<file path="config.mk">
export PLATFORM = sky130hd
export DESIGN_NAME = pam_port_mux
export DESIGN_NICKNAME = d
export VERILOG_FILES = /design/src/pam_pkg.sv /design/src/pam_pin_cell.sv /design/src/pam_port_mux.sv
export SDC_FILE = /design/constraint.sdc
export NUM_CORES = 1
export LEC_CHECK = 0
export ABC_AREA = 1
export BUFFER_PORTS_ARGS = -buffer_cell sky130_fd_sc_hd__buf_4
export CELL_PAD_IN_SITES_DETAIL_PLACEMENT = 1
export CELL_PAD_IN_SITES_GLOBAL_PLACEMENT = 2
export CORE_ASPECT_RATIO = 0.9
export CORE_UTILIZATION = 30
export CTS_BUF_LIST = sky130_fd_sc_hd__clkbuf_4 sky130_fd_sc_hd__clkbuf_8 sky130_fd_sc_hd__clkbuf_16
export CTS_CLUSTER_DIAMETER = 80
export DETAILED_ROUTE_END_ITERATION = 12
export PLACE_DENSITY_LB_ADDON = 0.05
export SETUP_SLACK_MARGIN = 0.15
export SYNTH_ARGS = -nofsm -noshare
export SYNTH_HDL_FRONTEND = slang
export SYNTH_SLANG_ARGS = --single-unit
</file>
<file path="constraint.sdc">
create_clock -name I_REF_CLK -period 2.5 [get_ports I_REF_CLK]
set_input_delay 0.625 -clock I_REF_CLK [delete_from_list [all_inputs] [get_ports I_REF_CLK]]
set_output_delay 0.625 -clock I_REF_CLK [all_outputs]
set_load 0.05 [all_outputs]
</file>
<file path="src/pam_pkg.sv">
/*
 pam_pkg: register indices, implemented-bit masks, reset values, pin
 positions, function-select codes and peripheral signal bundles for the
 port alternate-function multiplexer.
 Assumes a word-addressed Avalon-MM slave port with 32-bit data.
*/
package pam_pkg;
  // register indices; each index is one 32-bit bus word
  localparam logic [31:0] IDX_P9_MODE = 32'hFFFFF452;
  localparam logic [31:0] IDX_P9_FSEL = 32'hFFFFF472;
  localparam logic [31:0] IDX_P9_FEXT = 32'hFFFFF712;
  localparam logic [31:0] IDX_P9_OD = 32'h0FFFFC72;
  localparam logic [31:0] IDX_BUS_MODE = 32'hFFFFF04C;
  localparam logic [31:0] IDX_STB_MODE = 32'hFFFFF04A;
  localparam logic [31:0] IDX_HI_STEP = 32'h00000001;
  // implemented bits
  localparam logic [15:0] P9_MASK = 16'hE3C3;
  localparam logic [15:0] P9_EXT_MASK = 16'hC0C3;
  localparam logic [7:0] BUS_MASK = 8'h0F;
  localparam logic [7:0] STB_MASK = 8'h53;
  localparam logic [15:0] RST16 = 16'h0000;
  localparam logic [7:0] RST8 = 8'h00;
  // {extended, function-select} codes
  localparam logic [1:0] SEL_NONE = 2'b00;
  localparam logic [1:0] SEL_A = 2'b01;
  localparam logic [1:0] SEL_B = 2'b10;
  localparam logic [1:0] SEL_C = 2'b11;
  // port 9 pin positions
  localparam int PIN_IRQ6 = 15;
  localparam int PIN_IRQ5 = 14;
  localparam int PIN_IRQ4 = 13;
  localparam int PIN_SCK = 9;
  localparam int PIN_SO = 8;
  localparam int PIN_SI = 7;
  localparam int PIN_TP21 = 6;
  localparam int PIN_RX = 1;
  localparam int PIN_TX = 0;
  // bus-control and strobe port positions
  localparam int CM_WAIT = 0;
  localparam int CM_CLK = 1;
  localparam int CM_HACK = 2;
  localparam int CM_HREQ = 3;
  localparam int CT_WRL = 0;
  localparam int CT_WRH = 1;
  localparam int CT_RD = 4;
  localparam int CT_ADDRESS_STROBE_OUT = 6;

  // signals that peripherals send toward the pins
  typedef struct packed {
    logic timer_p5_out_0;
    logic timer_p5_out_1;
    logic timer_p2_out_0;
    logic timer_p2_out_1;
    logic csi1_data_out;
    logic csi1_clock_out;
    logic csi1_clock_oe;
    logic async1_transmit_out;
    logic hold_acknowledge_out;
    logic clock_output;
    logic address_strobe_out;
    logic read_strobe_out;
    logic write_strobe_low;
    logic write_strobe_high;
  } pam_to_pin_s;

  // pin levels handed to peripherals
  typedef struct packed {
    logic ext_irq_in_4;
    logic ext_irq_in_5;
    logic ext_irq_in_6;
    logic timer_p5_capture_in_0;
    logic timer_p5_capture_in_1;
    logic timer_p2_capture_in_0;
    logic timer_p2_capture_in_1;
    logic csi1_data_in;
    logic csi1_clock_in;
    logic key_return_in_6;
    logic key_return_in_7;
    logic async1_receive_in;
    logic hold_request_in;
    logic wait_in;
  } pam_from_pin_s;
endpackage

</file>
<file path="src/pam_pin_cell.sv">
/*
 pam_pin_cell: output stage of one pin; picks port or alternate drive
 and applies open-drain conversion, then registers level and enable.
 Assumes the caller resolves the wire level from o_pin and o_pin_oe.
*/
`timescale 1ns/1ps
module pam_pin_cell (
  // clock and reset
  input wire logic i_clk,
  input wire logic i_rstn,
  // selection
  input wire logic i_mode,
  input wire logic i_od,
  // drive sources
  input wire logic i_alt_o,
  input wire logic i_alt_oe,
  input wire logic i_port_o,
  input wire logic i_port_oe,
  // pin
  output logic o_pin,
  output logic o_pin_oe
);
  logic pin_d;
  logic oe_d;
  logic src_o;
  logic src_oe;

  always_comb begin
    src_o = i_mode ? i_alt_o : i_port_o;
    src_oe = i_mode ? i_alt_oe : i_port_oe;
    pin_d = src_o;
    oe_d = src_oe;
    // open drain: only pull low, release for a high
    if (i_od) begin
      pin_d = 1'b0;
      oe_d = src_oe & ~src_o;
    end
  end

  always_ff @(posedge i_clk or negedge i_rstn) begin
    if (!i_rstn) begin
      o_pin <= 1'b0;
      o_pin_oe <= 1'b0;
    end else begin
      o_pin <= pin_d;
      o_pin_oe <= oe_d;
    end
  end
endmodule

</file>
<file path="src/pam_port_mux.sv">
/*
 pam_port_mux: alternate-function multiplexer for port 9, the bus
 control port and the strobe port, with its Avalon-MM register slave.
 Assumes port data and direction come from a separate port block and
 that pins are resolved outside from level and enable pairs.
*/
`timescale 1ns/1ps
module pam_port_mux (
  // clock and reset
  input wire logic I_REF_CLK,
  input wire logic I_RSTN,
  // Avalon-MM slave, word addressed
  input wire logic [31:0] I_AVS_ADDRESS,
  input wire logic I_AVS_READ,
  input wire logic I_AVS_WRITE,
  input wire logic [3:0] I_AVS_BYTEENABLE,
  input wire logic [31:0] I_AVS_WRITEDATA,
  output logic [31:0] O_AVS_READDATA,
  output logic O_AVS_WAITREQUEST,
  // port-mode drive from the port data and direction block
  input wire logic [15:0] I_P9_PORT_OUT,
  input wire logic [15:0] I_P9_PORT_OE,
  input wire logic [3:0] I_CM_PORT_OUT,
  input wire logic [3:0] I_CM_PORT_OE,
  input wire logic [7:0] I_CT_PORT_OUT,
  input wire logic [7:0] I_CT_PORT_OE,
  // peripherals
  input wire pam_pkg::pam_to_pin_s I_PERIPH,
  output pam_pkg::pam_from_pin_s O_PERIPH,
  // pins
  input wire logic [15:0] I_P9_PIN,
  output logic [15:0] O_P9_PIN,
  output logic [15:0] O_P9_PIN_OE,
  input wire logic [3:0] I_CM_PIN,
  output logic [3:0] O_CM_PIN,
  output logic [3:0] O_CM_PIN_OE,
  input wire logic [7:0] I_CT_PIN,
  output logic [7:0] O_CT_PIN,
  output logic [7:0] O_CT_PIN_OE,
  // synchronised pin levels for port reads
  output logic [15:0] O_P9_LEVEL,
  output logic [3:0] O_CM_LEVEL,
  output logic [7:0] O_CT_LEVEL
);
  // merge a bus write into a 16-bit register seen as word or halves
  function automatic logic [15:0] merge16(input logic [15:0] old,
      input logic [15:0] msk, input logic hi, input logic [3:0] be,
      input logic [31:0] wd);
    logic [15:0] n;
    n = old;
    if (hi) begin
      if (be[0]) n[15:8] = wd[7:0];
    end else begin
      if (be[0]) n[7:0] = wd[7:0];
      if (be[1]) n[15:8] = wd[15:8];
    end
    return n & msk;
  endfunction

  function automatic logic [31:0] read16(input logic [15:0] v,
      input logic hi);
    return hi ? {24'h000000, v[15:8]} : {16'h0000, v};
  endfunction

  function automatic logic hit16(input logic [31:0] adr,
      input logic [31:0] base);
    return adr == base || adr == base + pam_pkg::IDX_HI_STEP;
  endfunction

  logic [15:0] mode_q, mode_d;
  logic [15:0] fsel_q, fsel_d;
  logic [15:0] fext_q, fext_d;
  logic [15:0] od_q, od_d;
  logic [7:0] bus_q, bus_d;
  logic [7:0] stb_q, stb_d;
  logic ack_q, ack_d;
  logic [31:0] rdata_q, rdata_d;
  logic [15:0] p9_s1_q, p9_s2_q;
  logic [3:0] cm_s1_q, cm_s2_q;
  logic [7:0] ct_s1_q, ct_s2_q;
  logic req, acc;
  logic [31:0] rd_val, a;

  assign req = I_AVS_READ | I_AVS_WRITE;
  // one wait cycle lets read data come from a register
  assign O_AVS_WAITREQUEST = req & ~ack_q;
  assign acc = req & ack_q;
  assign O_AVS_READDATA = rdata_q;
  assign a = I_AVS_ADDRESS;
  assign O_P9_LEVEL = p9_s2_q;
  assign O_CM_LEVEL = cm_s2_q;
  assign O_CT_LEVEL = ct_s2_q;

  // read decode; unmapped words read as zero
  always_comb begin
    rd_val = 32'h00000000;
    if (hit16(a, pam_pkg::IDX_P9_MODE)) begin
      rd_val = read16(mode_q, a != pam_pkg::IDX_P9_MODE);
    end else if (hit16(a, pam_pkg::IDX_P9_FSEL)) begin
      rd_val = read16(fsel_q, a != pam_pkg::IDX_P9_FSEL);
    end else if (hit16(a, pam_pkg::IDX_P9_FEXT)) begin
      rd_val = read16(fext_q, a != pam_pkg::IDX_P9_FEXT);
    end else if (hit16(a, pam_pkg::IDX_P9_OD)) begin
      rd_val = read16(od_q, a != pam_pkg::IDX_P9_OD);
    end else if (a == pam_pkg::IDX_BUS_MODE) begin
      rd_val = {24'h000000, bus_q};
    end else if (a == pam_pkg::IDX_STB_MODE) begin
      rd_val = {24'h000000, stb_q};
    end
  end

  // register writes take effect at the edge where waitrequest is low
  always_comb begin
    mode_d = mode_q;
    fsel_d = fsel_q;
    fext_d = fext_q;
    od_d = od_q;
    bus_d = bus_q;
    stb_d = stb_q;
    ack_d = req & ~ack_q;
    rdata_d = (req & ~ack_q) ? rd_val : rdata_q;
    if (acc && I_AVS_WRITE) begin
      if (hit16(a, pam_pkg::IDX_P9_MODE)) begin
        mode_d = merge16(mode_q, pam_pkg::P9_MASK,
          a != pam_pkg::IDX_P9_MODE, I_AVS_BYTEENABLE, I_AVS_WRITEDATA);
      end
      if (hit16(a, pam_pkg::IDX_P9_FSEL)) begin
        fsel_d = merge16(fsel_q, pam_pkg::P9_MASK,
          a != pam_pkg::IDX_P9_FSEL, I_AVS_BYTEENABLE, I_AVS_WRITEDATA);
      end
      if (hit16(a, pam_pkg::IDX_P9_FEXT)) begin
        fext_d = merge16(fext_q, pam_pkg::P9_EXT_MASK,
          a != pam_pkg::IDX_P9_FEXT, I_AVS_BYTEENABLE, I_AVS_WRITEDATA);
      end
      if (hit16(a, pam_pkg::IDX_P9_OD)) begin
        od_d = merge16(od_q, pam_pkg::P9_MASK,
          a != pam_pkg::IDX_P9_OD, I_AVS_BYTEENABLE, I_AVS_WRITEDATA);
      end
      if (a == pam_pkg::IDX_BUS_MODE && I_AVS_BYTEENABLE[0]) begin
        bus_d = I_AVS_WRITEDATA[7:0] & pam_pkg::BUS_MASK;
      end
      if (a == pam_pkg::IDX_STB_MODE && I_AVS_BYTEENABLE[0]) begin
        stb_d = I_AVS_WRITEDATA[7:0] & pam_pkg::STB_MASK;
      end
    end
  end

  always_ff @(posedge I_REF_CLK or negedge I_RSTN) begin
    if (!I_RSTN) begin
      mode_q <= pam_pkg::RST16;
      fsel_q <= pam_pkg::RST16;
      fext_q <= pam_pkg::RST16;
      od_q <= pam_pkg::RST16;
      bus_q <= pam_pkg::RST8;
      stb_q <= pam_pkg::RST8;
      ack_q <= 1'b0;
      rdata_q <= 32'h00000000;
    end else begin
      mode_q <= mode_d;
      fsel_q <= fsel_d;
      fext_q <= fext_d;
      od_q <= od_d;
      bus_q <= bus_d;
      stb_q <= stb_d;
      ack_q <= ack_d;
      rdata_q <= rdata_d;
    end
  end

  // pin input synchronisers
  always_ff @(posedge I_REF_CLK or negedge I_RSTN) begin
    if (!I_RSTN) begin
      p9_s1_q <= 16'h0000;
      p9_s2_q <= 16'h0000;
      cm_s1_q <= 4'h0;
      cm_s2_q <= 4'h0;
      ct_s1_q <= 8'h00;
      ct_s2_q <= 8'h00;
    end else begin
      p9_s1_q <= I_P9_PIN;
      p9_s2_q <= p9_s1_q;
      cm_s1_q <= I_CM_PIN;
      cm_s2_q <= cm_s1_q;
      ct_s1_q <= I_CT_PIN;
      ct_s2_q <= ct_s1_q;
    end
  end

  // port 9 function decode
  logic [15:0] p9_alt_o, p9_alt_oe;
  logic [3:0] cm_alt_o, cm_alt_oe;
  logic [7:0] ct_alt_o, ct_alt_oe;
  logic [1:0] pr15, pr14, pr7, pr6, pr1, pr0;
  logic [15:0] on, lv;

  always_comb begin
    on = mode_q;
    lv = p9_s2_q;
    pr15 = {fext_q[pam_pkg::PIN_IRQ6], fsel_q[pam_pkg::PIN_IRQ6]};
    pr14 = {fext_q[pam_pkg::PIN_IRQ5], fsel_q[pam_pkg::PIN_IRQ5]};
    pr7 = {fext_q[pam_pkg::PIN_SI], fsel_q[pam_pkg::PIN_SI]};
    pr6 = {fext_q[pam_pkg::PIN_TP21], fsel_q[pam_pkg::PIN_TP21]};
    pr1 = {fext_q[pam_pkg::PIN_RX], fsel_q[pam_pkg::PIN_RX]};
    pr0 = {fext_q[pam_pkg::PIN_TX], fsel_q[pam_pkg::PIN_TX]};
    // a prohibited pair leaves the pin undriven and feeds nothing
    p9_alt_o = 16'h0000;
    p9_alt_oe = 16'h0000;
    O_PERIPH = '0;
    O_PERIPH.ext_irq_in_6 = on[15] & (pr15 == pam_pkg::SEL_A) & lv[15];
    O_PERIPH.timer_p5_capture_in_0 = on[15] &
      (pr15 == pam_pkg::SEL_B) & lv[15];
    p9_alt_oe[15] = pr15 == pam_pkg::SEL_C;
    p9_alt_o[15] = I_PERIPH.timer_p5_out_0;
    O_PERIPH.ext_irq_in_5 = on[14] & (pr14 == pam_pkg::SEL_A) & lv[14];
    O_PERIPH.timer_p5_capture_in_1 = on[14] &
      (pr14 == pam_pkg::SEL_B) & lv[14];
    p9_alt_oe[14] = pr14 == pam_pkg::SEL_C;
    p9_alt_o[14] = I_PERIPH.timer_p5_out_1;
    O_PERIPH.ext_irq_in_4 = on[13] & fsel_q[13] & lv[13];
    O_PERIPH.csi1_clock_in = on[9] & fsel_q[9] & lv[9];
    p9_alt_oe[9] = fsel_q[9] & I_PERIPH.csi1_clock_oe;
    p9_alt_o[9] = I_PERIPH.csi1_clock_out;
    p9_alt_oe[8] = fsel_q[8];
    p9_alt_o[8] = I_PERIPH.csi1_data_out;
    O_PERIPH.csi1_data_in = on[7] & (pr7 == pam_pkg::SEL_A) & lv[7];
    O_PERIPH.timer_p2_capture_in_0 = on[7] &
      (pr7 == pam_pkg::SEL_B) & lv[7];
    p9_alt_oe[7] = pr7 == pam_pkg::SEL_C;
    p9_alt_o[7] = I_PERIPH.timer_p2_out_0;
    O_PERIPH.timer_p2_capture_in_1 = on[6] &
      (pr6 == pam_pkg::SEL_B) & lv[6];
    p9_alt_oe[6] = pr6 == pam_pkg::SEL_C;
    p9_alt_o[6] = I_PERIPH.timer_p2_out_1;
    // key return 7 shares the receive pin in both settings
    O_PERIPH.key_return_in_7 = on[1] & ((pr1 == pam_pkg::SEL_A) |
      (pr1 == pam_pkg::SEL_B)) & lv[1];
    O_PERIPH.async1_receive_in = on[1] & (pr1 == pam_pkg::SEL_B) & lv[1];
    O_PERIPH.key_return_in_6 = on[0] & (pr0 == pam_pkg::SEL_A) & lv[0];
    p9_alt_oe[0] = pr0 == pam_pkg::SEL_B;
    p9_alt_o[0] = I_PERIPH.async1_transmit_out;
    // bus control port
    cm_alt_o = 4'h0;
    cm_alt_oe = 4'h0;
    O_PERIPH.wait_in = bus_q[pam_pkg::CM_WAIT] &
      cm_s2_q[pam_pkg::CM_WAIT];
    O_PERIPH.hold_request_in = bus_q[pam_pkg::CM_HREQ] &
      cm_s2_q[pam_pkg::CM_HREQ];
    cm_alt_oe[pam_pkg::CM_CLK] = 1'b1;
    cm_alt_o[pam_pkg::CM_CLK] = I_PERIPH.clock_output;
    cm_alt_oe[pam_pkg::CM_HACK] = 1'b1;
    cm_alt_o[pam_pkg::CM_HACK] = I_PERIPH.hold_acknowledge_out;
    // strobe port
    ct_alt_o = 8'h00;
    ct_alt_oe = 8'h00;
    ct_alt_oe[pam_pkg::CT_WRL] = 1'b1;
    ct_alt_o[pam_pkg::CT_WRL] = I_PERIPH.write_strobe_low;
    ct_alt_oe[pam_pkg::CT_WRH] = 1'b1;
    ct_alt_o[pam_pkg::CT_WRH] = I_PERIPH.write_strobe_high;
    ct_alt_oe[pam_pkg::CT_RD] = 1'b1;
    ct_alt_o[pam_pkg::CT_RD] = I_PERIPH.read_strobe_out;
    ct_alt_oe[pam_pkg::CT_ADDRESS_STROBE_OUT] = 1'b1;
    ct_alt_o[pam_pkg::CT_ADDRESS_STROBE_OUT] = I_PERIPH.address_strobe_out;
  end

  // output stages: port 9 with open drain, the others push-pull
  for (genvar i = 0; i < 16; i++) begin : g_p9
    pam_pin_cell u_cell (
      .i_clk(I_REF_CLK), .i_rstn(I_RSTN),
      .i_mode(mode_q[i]), .i_od(od_q[i]),
      .i_alt_o(p9_alt_o[i]), .i_alt_oe(p9_alt_oe[i]),
      .i_port_o(I_P9_PORT_OUT[i]), .i_port_oe(I_P9_PORT_OE[i]),
      .o_pin(O_P9_PIN[i]), .o_pin_oe(O_P9_PIN_OE[i])
    );
  end
  // per-pin direction comes from the port block in port mode
  for (genvar i = 0; i < 4; i++) begin : g_cm
    pam_pin_cell u_cell (
      .i_clk(I_REF_CLK), .i_rstn(I_RSTN),
      .i_mode(bus_q[i]), .i_od(1'b0),
      .i_alt_o(cm_alt_o[i]), .i_alt_oe(cm_alt_oe[i]),
      .i_port_o(I_CM_PORT_OUT[i]), .i_port_oe(I_CM_PORT_OE[i]),
      .o_pin(O_CM_PIN[i]), .o_pin_oe(O_CM_PIN_OE[i])
    );
  end
  for (genvar i = 0; i < 8; i++) begin : g_ct
    pam_pin_cell u_cell (
      .i_clk(I_REF_CLK), .i_rstn(I_RSTN),
      .i_mode(stb_q[i]), .i_od(1'b0),
      .i_alt_o(ct_alt_o[i]), .i_alt_oe(ct_alt_oe[i]),
      .i_port_o(I_CT_PORT_OUT[i]), .i_port_oe(I_CT_PORT_OE[i]),
      .o_pin(O_CT_PIN[i]), .o_pin_oe(O_CT_PIN_OE[i])
    );
  end
endmodule

</file>
==> results of run 1 <==
==> stage by stage <==
stage	utilization [%]	cells	power (mW)	instance area (um2)	worst slack (ps)
6_report	41.0	1332	6.49	9940	320
5_1_grt	41.0	1332	6.76	9940	233
4_1_cts	41.0	1332	6.61	9940	281
3_5_place_dp	38.5	1300	3.88	9340	183
3_3_place_gp	38.5	1300	3.86	9340	196
2_1_floorplan	-	804	3.48	7510	81.1
==> cells in the mapped netlist, types with 4 or more instances <==
cell type	n
nand2_2	9
buf_6	4
o22ai_1	5
inv_2	4
nand3_2	7
nand3_1	24
mux2i_1	7
o21ai_2	6
o21ai_0	38
nor2_1	70
nor2_2	9
inv_1	88
o21ai_1	21
nand4_1	10
or2_2	7
buf_4	77
a21oi_1	26
nor2_4	6
dfrtp_1	167
nor3_1	10
nand2_1	163
==> worst max-delay path: stages (launching register included) <==
cell	delay, ps
dfrtp_1	380
inv_1	110
ha_1	260
nor3_2	170
buf_4	220
==> state kept, by name, summed over array words and instances (netlist names) <==
register,count
fext_q,6
O_AVS_READDATA,13
mode_q,9
fsel_q,9
bus_q,4
O_P9_LEVEL,16
ack_q,1
cm_s1_q,4
O_CT_LEVEL,8
O_CM_LEVEL,4
p9_s1_q,16
od_q,9
stb_q,4
g_ct.u_cell.o_pin_oe,8
g_cm.u_cell.o_pin_oe,4
g_cm.u_cell.o_pin,4
g_p9.u_cell.o_pin,16
g_p9.u_cell.o_pin_oe,16
g_ct.u_cell.o_pin,8
ct_s1_q,8
==> cells by family (layout without fill, tap and decap cells) <==
| logic type | Yosys count | after routing |
|---|---|---|
| compound gates | 104 | 104 |
| fa+ha+maj | 1 | 1 |
| buf+inv | 178 | 398 |
| flops | 167 | 167 |
| mux | 11 | 11 |
| other cells | 1 | 19 |
| simple gates | 324 | 324 |
==> path summary, 6_finish.rpt <==
| kind | endpoint | cells after the start | slack (ps) | startpoint |
|---|---|---|---|---|
| max in group asynchronous | stb_q[0] | 2 | 1670 | I_RSTN |
| worst max-delay path | O_PERIPH[3] | 4 | 320 | fsel_q[1] |
| worst min-delay path | ct_s1_q[0] | 1 | 160 | I_RSTN |
| worst min register to register | O_P9_LEVEL[11] | 0 | 340 | p9_s1_q[11] |
| worst max register to register | O_AVS_READDATA[0] | 4 | 930 | ack_q |
| min in group I_REF_CLK | ct_s1_q[1] | 1 | 290 | I_CT_PIN[1] |
==> power by group through the flow <==
| stage | Combinational, mW | Clock, mW | Sequential [mW] |
|---|---|---|---|
| 6_report | 0.968 | 2.68 | 2.84 |
| 3_3_place_gp | 0.976 | 0 | 2.89 |
| 3_5_place_dp | 0.982 | 0 | 2.89 |
| 4_1_cts | 0.983 | 2.79 | 2.84 |
| 2_1_floorplan | 0.452 | 0 | 3.03 |
| 5_1_grt | 1.04 | 2.87 | 2.85 |
==> area by class of cell <==
class / count / area [um2] / share of cell area, %
flip-flops and latches: 167 / 4180 / 42.0
clock buffers: 17 / 425 / 4.28
well taps: 308 / 385 / 3.88
multi-input cells: 459 / 2340 / 23.5
repair buffers: 272 / 2080 / 21.0
inverters: 94 / 358 / 3.60
clock inverters: 15 / 175 / 1.76
==> metal layers <==
layer  up-vias  GRT usage (%)
li1       2845              -
met1      2801           24.3
met2       160           28.0
met3        11           4.15
met4         0           4.54
met5         -              0
==> impl_metrics.py, run 1 <==
metrics = {
    "power_and_ir_drop": {
        "intPower_mw": 4.48,
        "peakVddDrop_mv": 0.413,
        "comb_power_share_pct": 14.9,
        "powerDensity_nw_per_um2": 653,
        "pwr-share-clk_pct": 41.4,
        "seq_power_share_pct": 43.7,
        "leakage_nw": 5.08,
        "p_sw_share_pct": 30.9,
        "netSwitchingPower_mw": 2.01,
    },
    "timing": {
        "fin_crit_ps": 2180,
        "finalSetupViolations": 0,
        "grt_setup_unrepaired": "false",
        "hold_slack_ps": 165,
        "fin_setup_tns_ps": 0,
        "finalHoldViolations": 0,
        "fin_crit_sh_pct": 87.2,
        "fmaxAchievable_mhz": 459,
        "tightest_slew_ps": 564,
        "slew_headroom_pct": 62.4,
        "finClkSkew_ps": 10.1,
        "maxSlewViolCount": 0,
    },
    "synthesis": {
        "synth_top_area_cell": "dfrtp_1",
        "yosys_warnings": 0,
        "synth_seq_cells": 167,
        "synth_compound_area_share_pct": 8.11,
        "synth.distinct_cells": 43,
        "synth.cell_area_um2": 7420,
        "synth_xor_area_share_pct": 0,
        "yosysTopAreaCellShare_pct": 56.3,
        "muxShareOfSynthArea_pct": 1.65,
        "synthAdderAreaFrac_pct": 0.169,
        "synth_flop_cell": "dfrtp_1",
        "synth.area.top_cells": "dfrtp_1 56%, nand2_1 8.2%, buf_4 7.8%",
        "synth_top_family_by_area": "simple AND/OR/NAND/NOR gates",
        "yosysSeqAreaShare_pct": 56.3,
        "synth_area_per_cell_um2": 9.44,
        "yosys.area_share.simple_pct": 20.3,
        "async_flop_share_pct": 100,
        "synth_edf_count": 0,
        "syn_inst": 786,
    },
    "drt": {
        "ant_nets": 0,
        "drcViolationCount": 0,
        "dr.pass1.iters": 4,
        "wl_met2_um": 10100,
        "dr_wl_met3_um": 1000,
        "drt_iter0_markers": 214,
        "drt-met1-wl_um": 10400,
        "vias": 5817,
        "wl_per_cell_um": 16.3,
        "wirelength_um": 21800,
        "topRoutingLayerUsed": "met4",
        "viasPerCell": 4.37,
    },
    "placed_design": {
        "routabilityCongestion": 0.751,
        "place.port_buffers": 260,
        "dp_hpwl_um": 16800,
    },
    "layout": {
        "fin_nets": 1182,
        "mostFrequentLayoutCells": "268 x buf_4, 167 x dfrtp_1, 163 x nand2_1",
        "nFillCells": 2833,
        "post_route_cells_drive_above_1_share_pct": 36.1,
        "mostFrequentLayoutCell": "buf_4",
        "area.growth.synth_to_final_pct": 34.1,
        "antennaDiodeCount": 0,
    },
    "floorplanning": {
        "core_area_um2": 24300,
        "rows": 54,
        "initial_core_util_pct": 30.6,
        "die_w_um": 168,
        "die_area_um2": 25400,
        "die_h_um": 151,
        "ios": 301,
    },
    "worst_setup_path": {
        "cp-end-kind": "primary output",
        "cp.arrival_ps": 1550,
        "critical_path_class": "reg2out",
        "worstPathRequired_ps": 1880,
        "critPathMaxFanout": 2,
        "crit_path_start_kind": "flip-flop",
    },
    "clock_network": {
        "postCtsHoldBufs": 0,
        "cts_sinks": 167,
        "cts_resized": 0,
        "clockBufferDepth": 2,
        "cts_tree": "built",
        "path_clk_slew_ps": 80,
        "htree_levels": 4,
        "post_cts_buffers": 0,
        "clockRootBuffer": "clkbuf_16",
        "clock_latency_ps": 430,
        "numCtsBuffers": 17,
    },
    "global_routing": {
        "antenna_found_initial": 0,
        "grt.total_usage_pct": 17.7,
        "overflow": 0,
        "grt_max_degree": 56,
        "grt_pass1_wl_um": 33900,
        "grt_pass1_vias": 6058,
    },
    "status": {
        "outcome": "complete, no violations",
    },
    "run": {
        "cap_violations": 0,
    },
    "min_path": {
        "min_path_type": "in2async",
    },
}
No activity file was read; power rests on OpenSTA's default activity.
==> inputs of run 2 (changes only) <==
--- a/config.mk
+++ b/config.mk
@@ -13,9 +13,11 @@
 export CORE_UTILIZATION = 30
 export CTS_BUF_LIST = sky130_fd_sc_hd__clkbuf_4 sky130_fd_sc_hd__clkbuf_8 sky130_fd_sc_hd__clkbuf_16
 export CTS_CLUSTER_DIAMETER = 80
+export CTS_CLUSTER_SIZE = 30
 export DETAILED_ROUTE_END_ITERATION = 12
 export PLACE_DENSITY_LB_ADDON = 0.05
 export SETUP_SLACK_MARGIN = 0.15
 export SYNTH_ARGS = -nofsm -noshare
 export SYNTH_HDL_FRONTEND = slang
+export SYNTH_HIERARCHICAL = 1
 export SYNTH_SLANG_ARGS = --single-unit
==> run 2 against run 1 <==
Non-clock buffer count increased by 1; core utilization increased by 2.3 points; die area increased by 11%; wire length increased by 15%; clock power increased by 4%; largest power group unchanged; via count increased by 27%; critical path type unchanged; hold slack improved by 4.2 ps.
==> impl_metrics.py, run 2 <==
metrics = {
    "status": {
        "outcome": "complete, no violations",
    },
    "worst_setup_path": {
        "crit_buf_inv": 1,
        "slowest_stage": "dfrtp_1",
        "cpPeakStageDelay_ps": 540,
        "crit_family": "flip-flops",
        "crit_path_start_kind": "flip-flop",
        "r2r_cells": 7,
        "r2r-start": "ack_q",
        "worstPathRequired_ps": 1880,
        "cp.arrival_ps": 1460,
        "crit_chain": "nand2_1 > nor3_2 > buf_4",
        "reg2reg_setup_slack_ps": 830,
        "critical_path_class": "reg2out",
        "critPathMaxFanout": 7,
        "cp-end-kind": "primary output",
        "r2r_end": "od_q[9]",
    },
    "synthesis": {
        "yosys_warnings": 6,
        "yosysSeqAreaShare_pct": 50.7,
        "synth_flop_cell": "dfrtp_1",
        "yosysTopAreaCellShare_pct": 50.7,
        "syn_inst": 1017,
        "async_flop_share_pct": 100,
        "synth_edf_count": 0,
        "yosys-top-cells-count": "316 x nand2_1, 167 x dfrtp_1, 153 x inv_1",
        "synth.cell_area_um2": 8240,
        "synth_seq_cells": 167,
        "synth.area.top_cells": "dfrtp_1 51%, nand2_1 14%, inv_1 7.0%",
        "synth_top_area_cell": "dfrtp_1",
        "synth_area_per_cell_um2": 8.11,
        "yosysMostFrequentCell": "nand2_1",
        "synth.distinct_cells": 41,
    },
    "power_and_ir_drop": {
        "intPower_mw": 4.68,
        "peakVddDrop_mv": 0.418,
        "powerDensity_nw_per_um2": 587,
        "comb_power_share_pct": 17.5,
        "p_sw_share_pct": 31.8,
        "pwr-share-clk_pct": 40.8,
        "leakage_nw": 6.21,
        "power_mw": 6.86,
        "netSwitchingPower_mw": 2.18,
        "seq_power_share_pct": 41.7,
    },
    "global_routing": {
        "grt_max_degree": 54,
        "grt_pass1_wl_um": 40100,
        "overflow": 0,
        "grt.total_usage_pct": 18.4,
        "grt_pass1_vias": 7656,
        "antenna_found_initial": 0,
    },
    "min_path": {
        "min_path_type": "in2async",
    },
    "floorplanning": {
        "initial_core_util_pct": 30.5,
        "die_h_um": 159,
        "die_area_um2": 28100,
        "core_area_um2": 27000,
        "ios": 301,
        "rows": 57,
        "die_w_um": 177,
    },
    "timing": {
        "finalHoldViolations": 0,
        "fmaxAchievable_mhz": 481,
        "fin_crit_ps": 2080,
        "fin_setup_tns_ps": 0,
        "fin_crit_sh_pct": 83.2,
        "tightest_slew_ps": 645,
        "hold_slack_ps": 169,
        "finalSetupViolations": 0,
        "fin_ws_ps": 420,
        "maxSlewViolCount": 0,
        "slew_headroom_pct": 56.8,
        "grt_setup_unrepaired": "false",
        "finClkSkew_ps": 15.4,
    },
    "layout": {
        "post_route_cells_drive_above_1_share_pct": 30.4,
        "antennaDiodeCount": 0,
        "mostFrequentLayoutCell": "nand2_1",
        "stdcell_count": 1772,
        "design_area_um2": 11700,
        "mostFrequentLayoutCells": "316 x nand2_1, 269 x buf_4, 167 x dfrtp_1",
        "fin_util_pct": 43.3,
        "area.growth.synth_to_final_pct": 41.8,
        "fin_nets": 1576,
        "nFillCells": 3355,
    },
    "clock_network": {
        "cts_sinks": 167,
        "clockBufferDepth": 2,
        "clock_latency_ps": 430,
        "post_cts_buffers": 0,
        "clockRootBuffer": "clkbuf_16",
        "postCtsHoldBufs": 0,
        "cts_resized": 0,
        "numCtsBuffers": 17,
        "cts_tree": "built",
        "path_clk_slew_ps": 80,
        "htree_levels": 4,
    },
    "drt": {
        "drt_iter0_markers": 246,
        "drcViolationCount": 0,
        "viasPerCell": 4.18,
        "ant_nets": 0,
        "wirelength_um": 25000,
        "dr.pass1.iters": 4,
        "vias": 7406,
        "wl_per_cell_um": 14.1,
    },
    "placed_design": {
        "place_inst": 1740,
        "place.port_buffers": 260,
        "placed_area_um2": 11100,
        "dp_hpwl_um": 19700,
        "dp_slack_ps": 234,
        "routabilityCongestion": 0.808,
    },
    "run": {
        "cap_violations": 0,
    },
}
[run 2: cell types whose count changed in the layout (fill, tap and decap cells not counted), sizes merged, moves of 24 or more]
cell | previous run | this run
clkinv | 9 | 35
nand3 | 32 | 61
inv | 100 | 165
nor2 | 86 | 110
nand2 | 173 | 350
conb | 19 | 126
[run 2: worst max-delay path by stage]
stage | depth (start not counted) | slack [ps] | start | end
2_1_floorplan | 3 | 420 | I_AVS_READ | O_AVS_WAITREQUEST
3_3_place_gp | 10 | 240 | I_AVS_ADDRESS[17] | mode_q[6]
3_5_place_dp | 11 | 230 | I_AVS_ADDRESS[3] | O_AVS_READDATA[7]
4_1_cts | 3 | 370 | mode_q[14] | O_PERIPH[12]
5_1_grt | 3 | 310 | mode_q[15] | O_PERIPH[11]
6_report | 3 | 420 | mode_q[14] | O_PERIPH[12]
[run 2: layer usage]
layer	GRT usage [%]	vias to the layer above	routed length, um
li1	-	3733	-
met1	23.2	3486	11100
met2	31.6	177	12100
met3	5.40	10	1620
met4	2.82	0	150
met5	0	-	0
[run 2: cell families after synthesis]
family / Yosys count / share of synthesized area [%]
multiplexers: 4 / 0.516
AO/OA/AOI/OAI: 75 / 5.19
flip-flops: 167 / 50.7
buffers and inverters: 215 / 10.9
AND/OR/NAND/NOR: 553 / 32.5
adder cells (fa/ha/maj): 1 / 0.152
other: 2 / 0.0911
[run 2: power by group through the flow]
stage          logic (mW)  clock network [mW]  registers [mW]
2_1_floorplan       0.371                   0            3.26
3_3_place_gp         1.20                   0            2.91
3_5_place_dp         1.21                   0            2.92
4_1_cts              1.21                2.88            2.87
5_1_grt              1.30                2.99            2.88
6_report             1.20                2.80            2.86
[run 2: cell type report]
class,instances,area (um2),share of cell area (%)
Timing Repair Buffer,273,2090,17.9
Multi-Input combinational cell,759,3650,31.2
Tap cell,354,443,3.79
Sequential cell,167,4180,35.7
Clock buffer,17,425,3.64
Clock inverter,15,201,1.72
Inverter,187,702,6.00
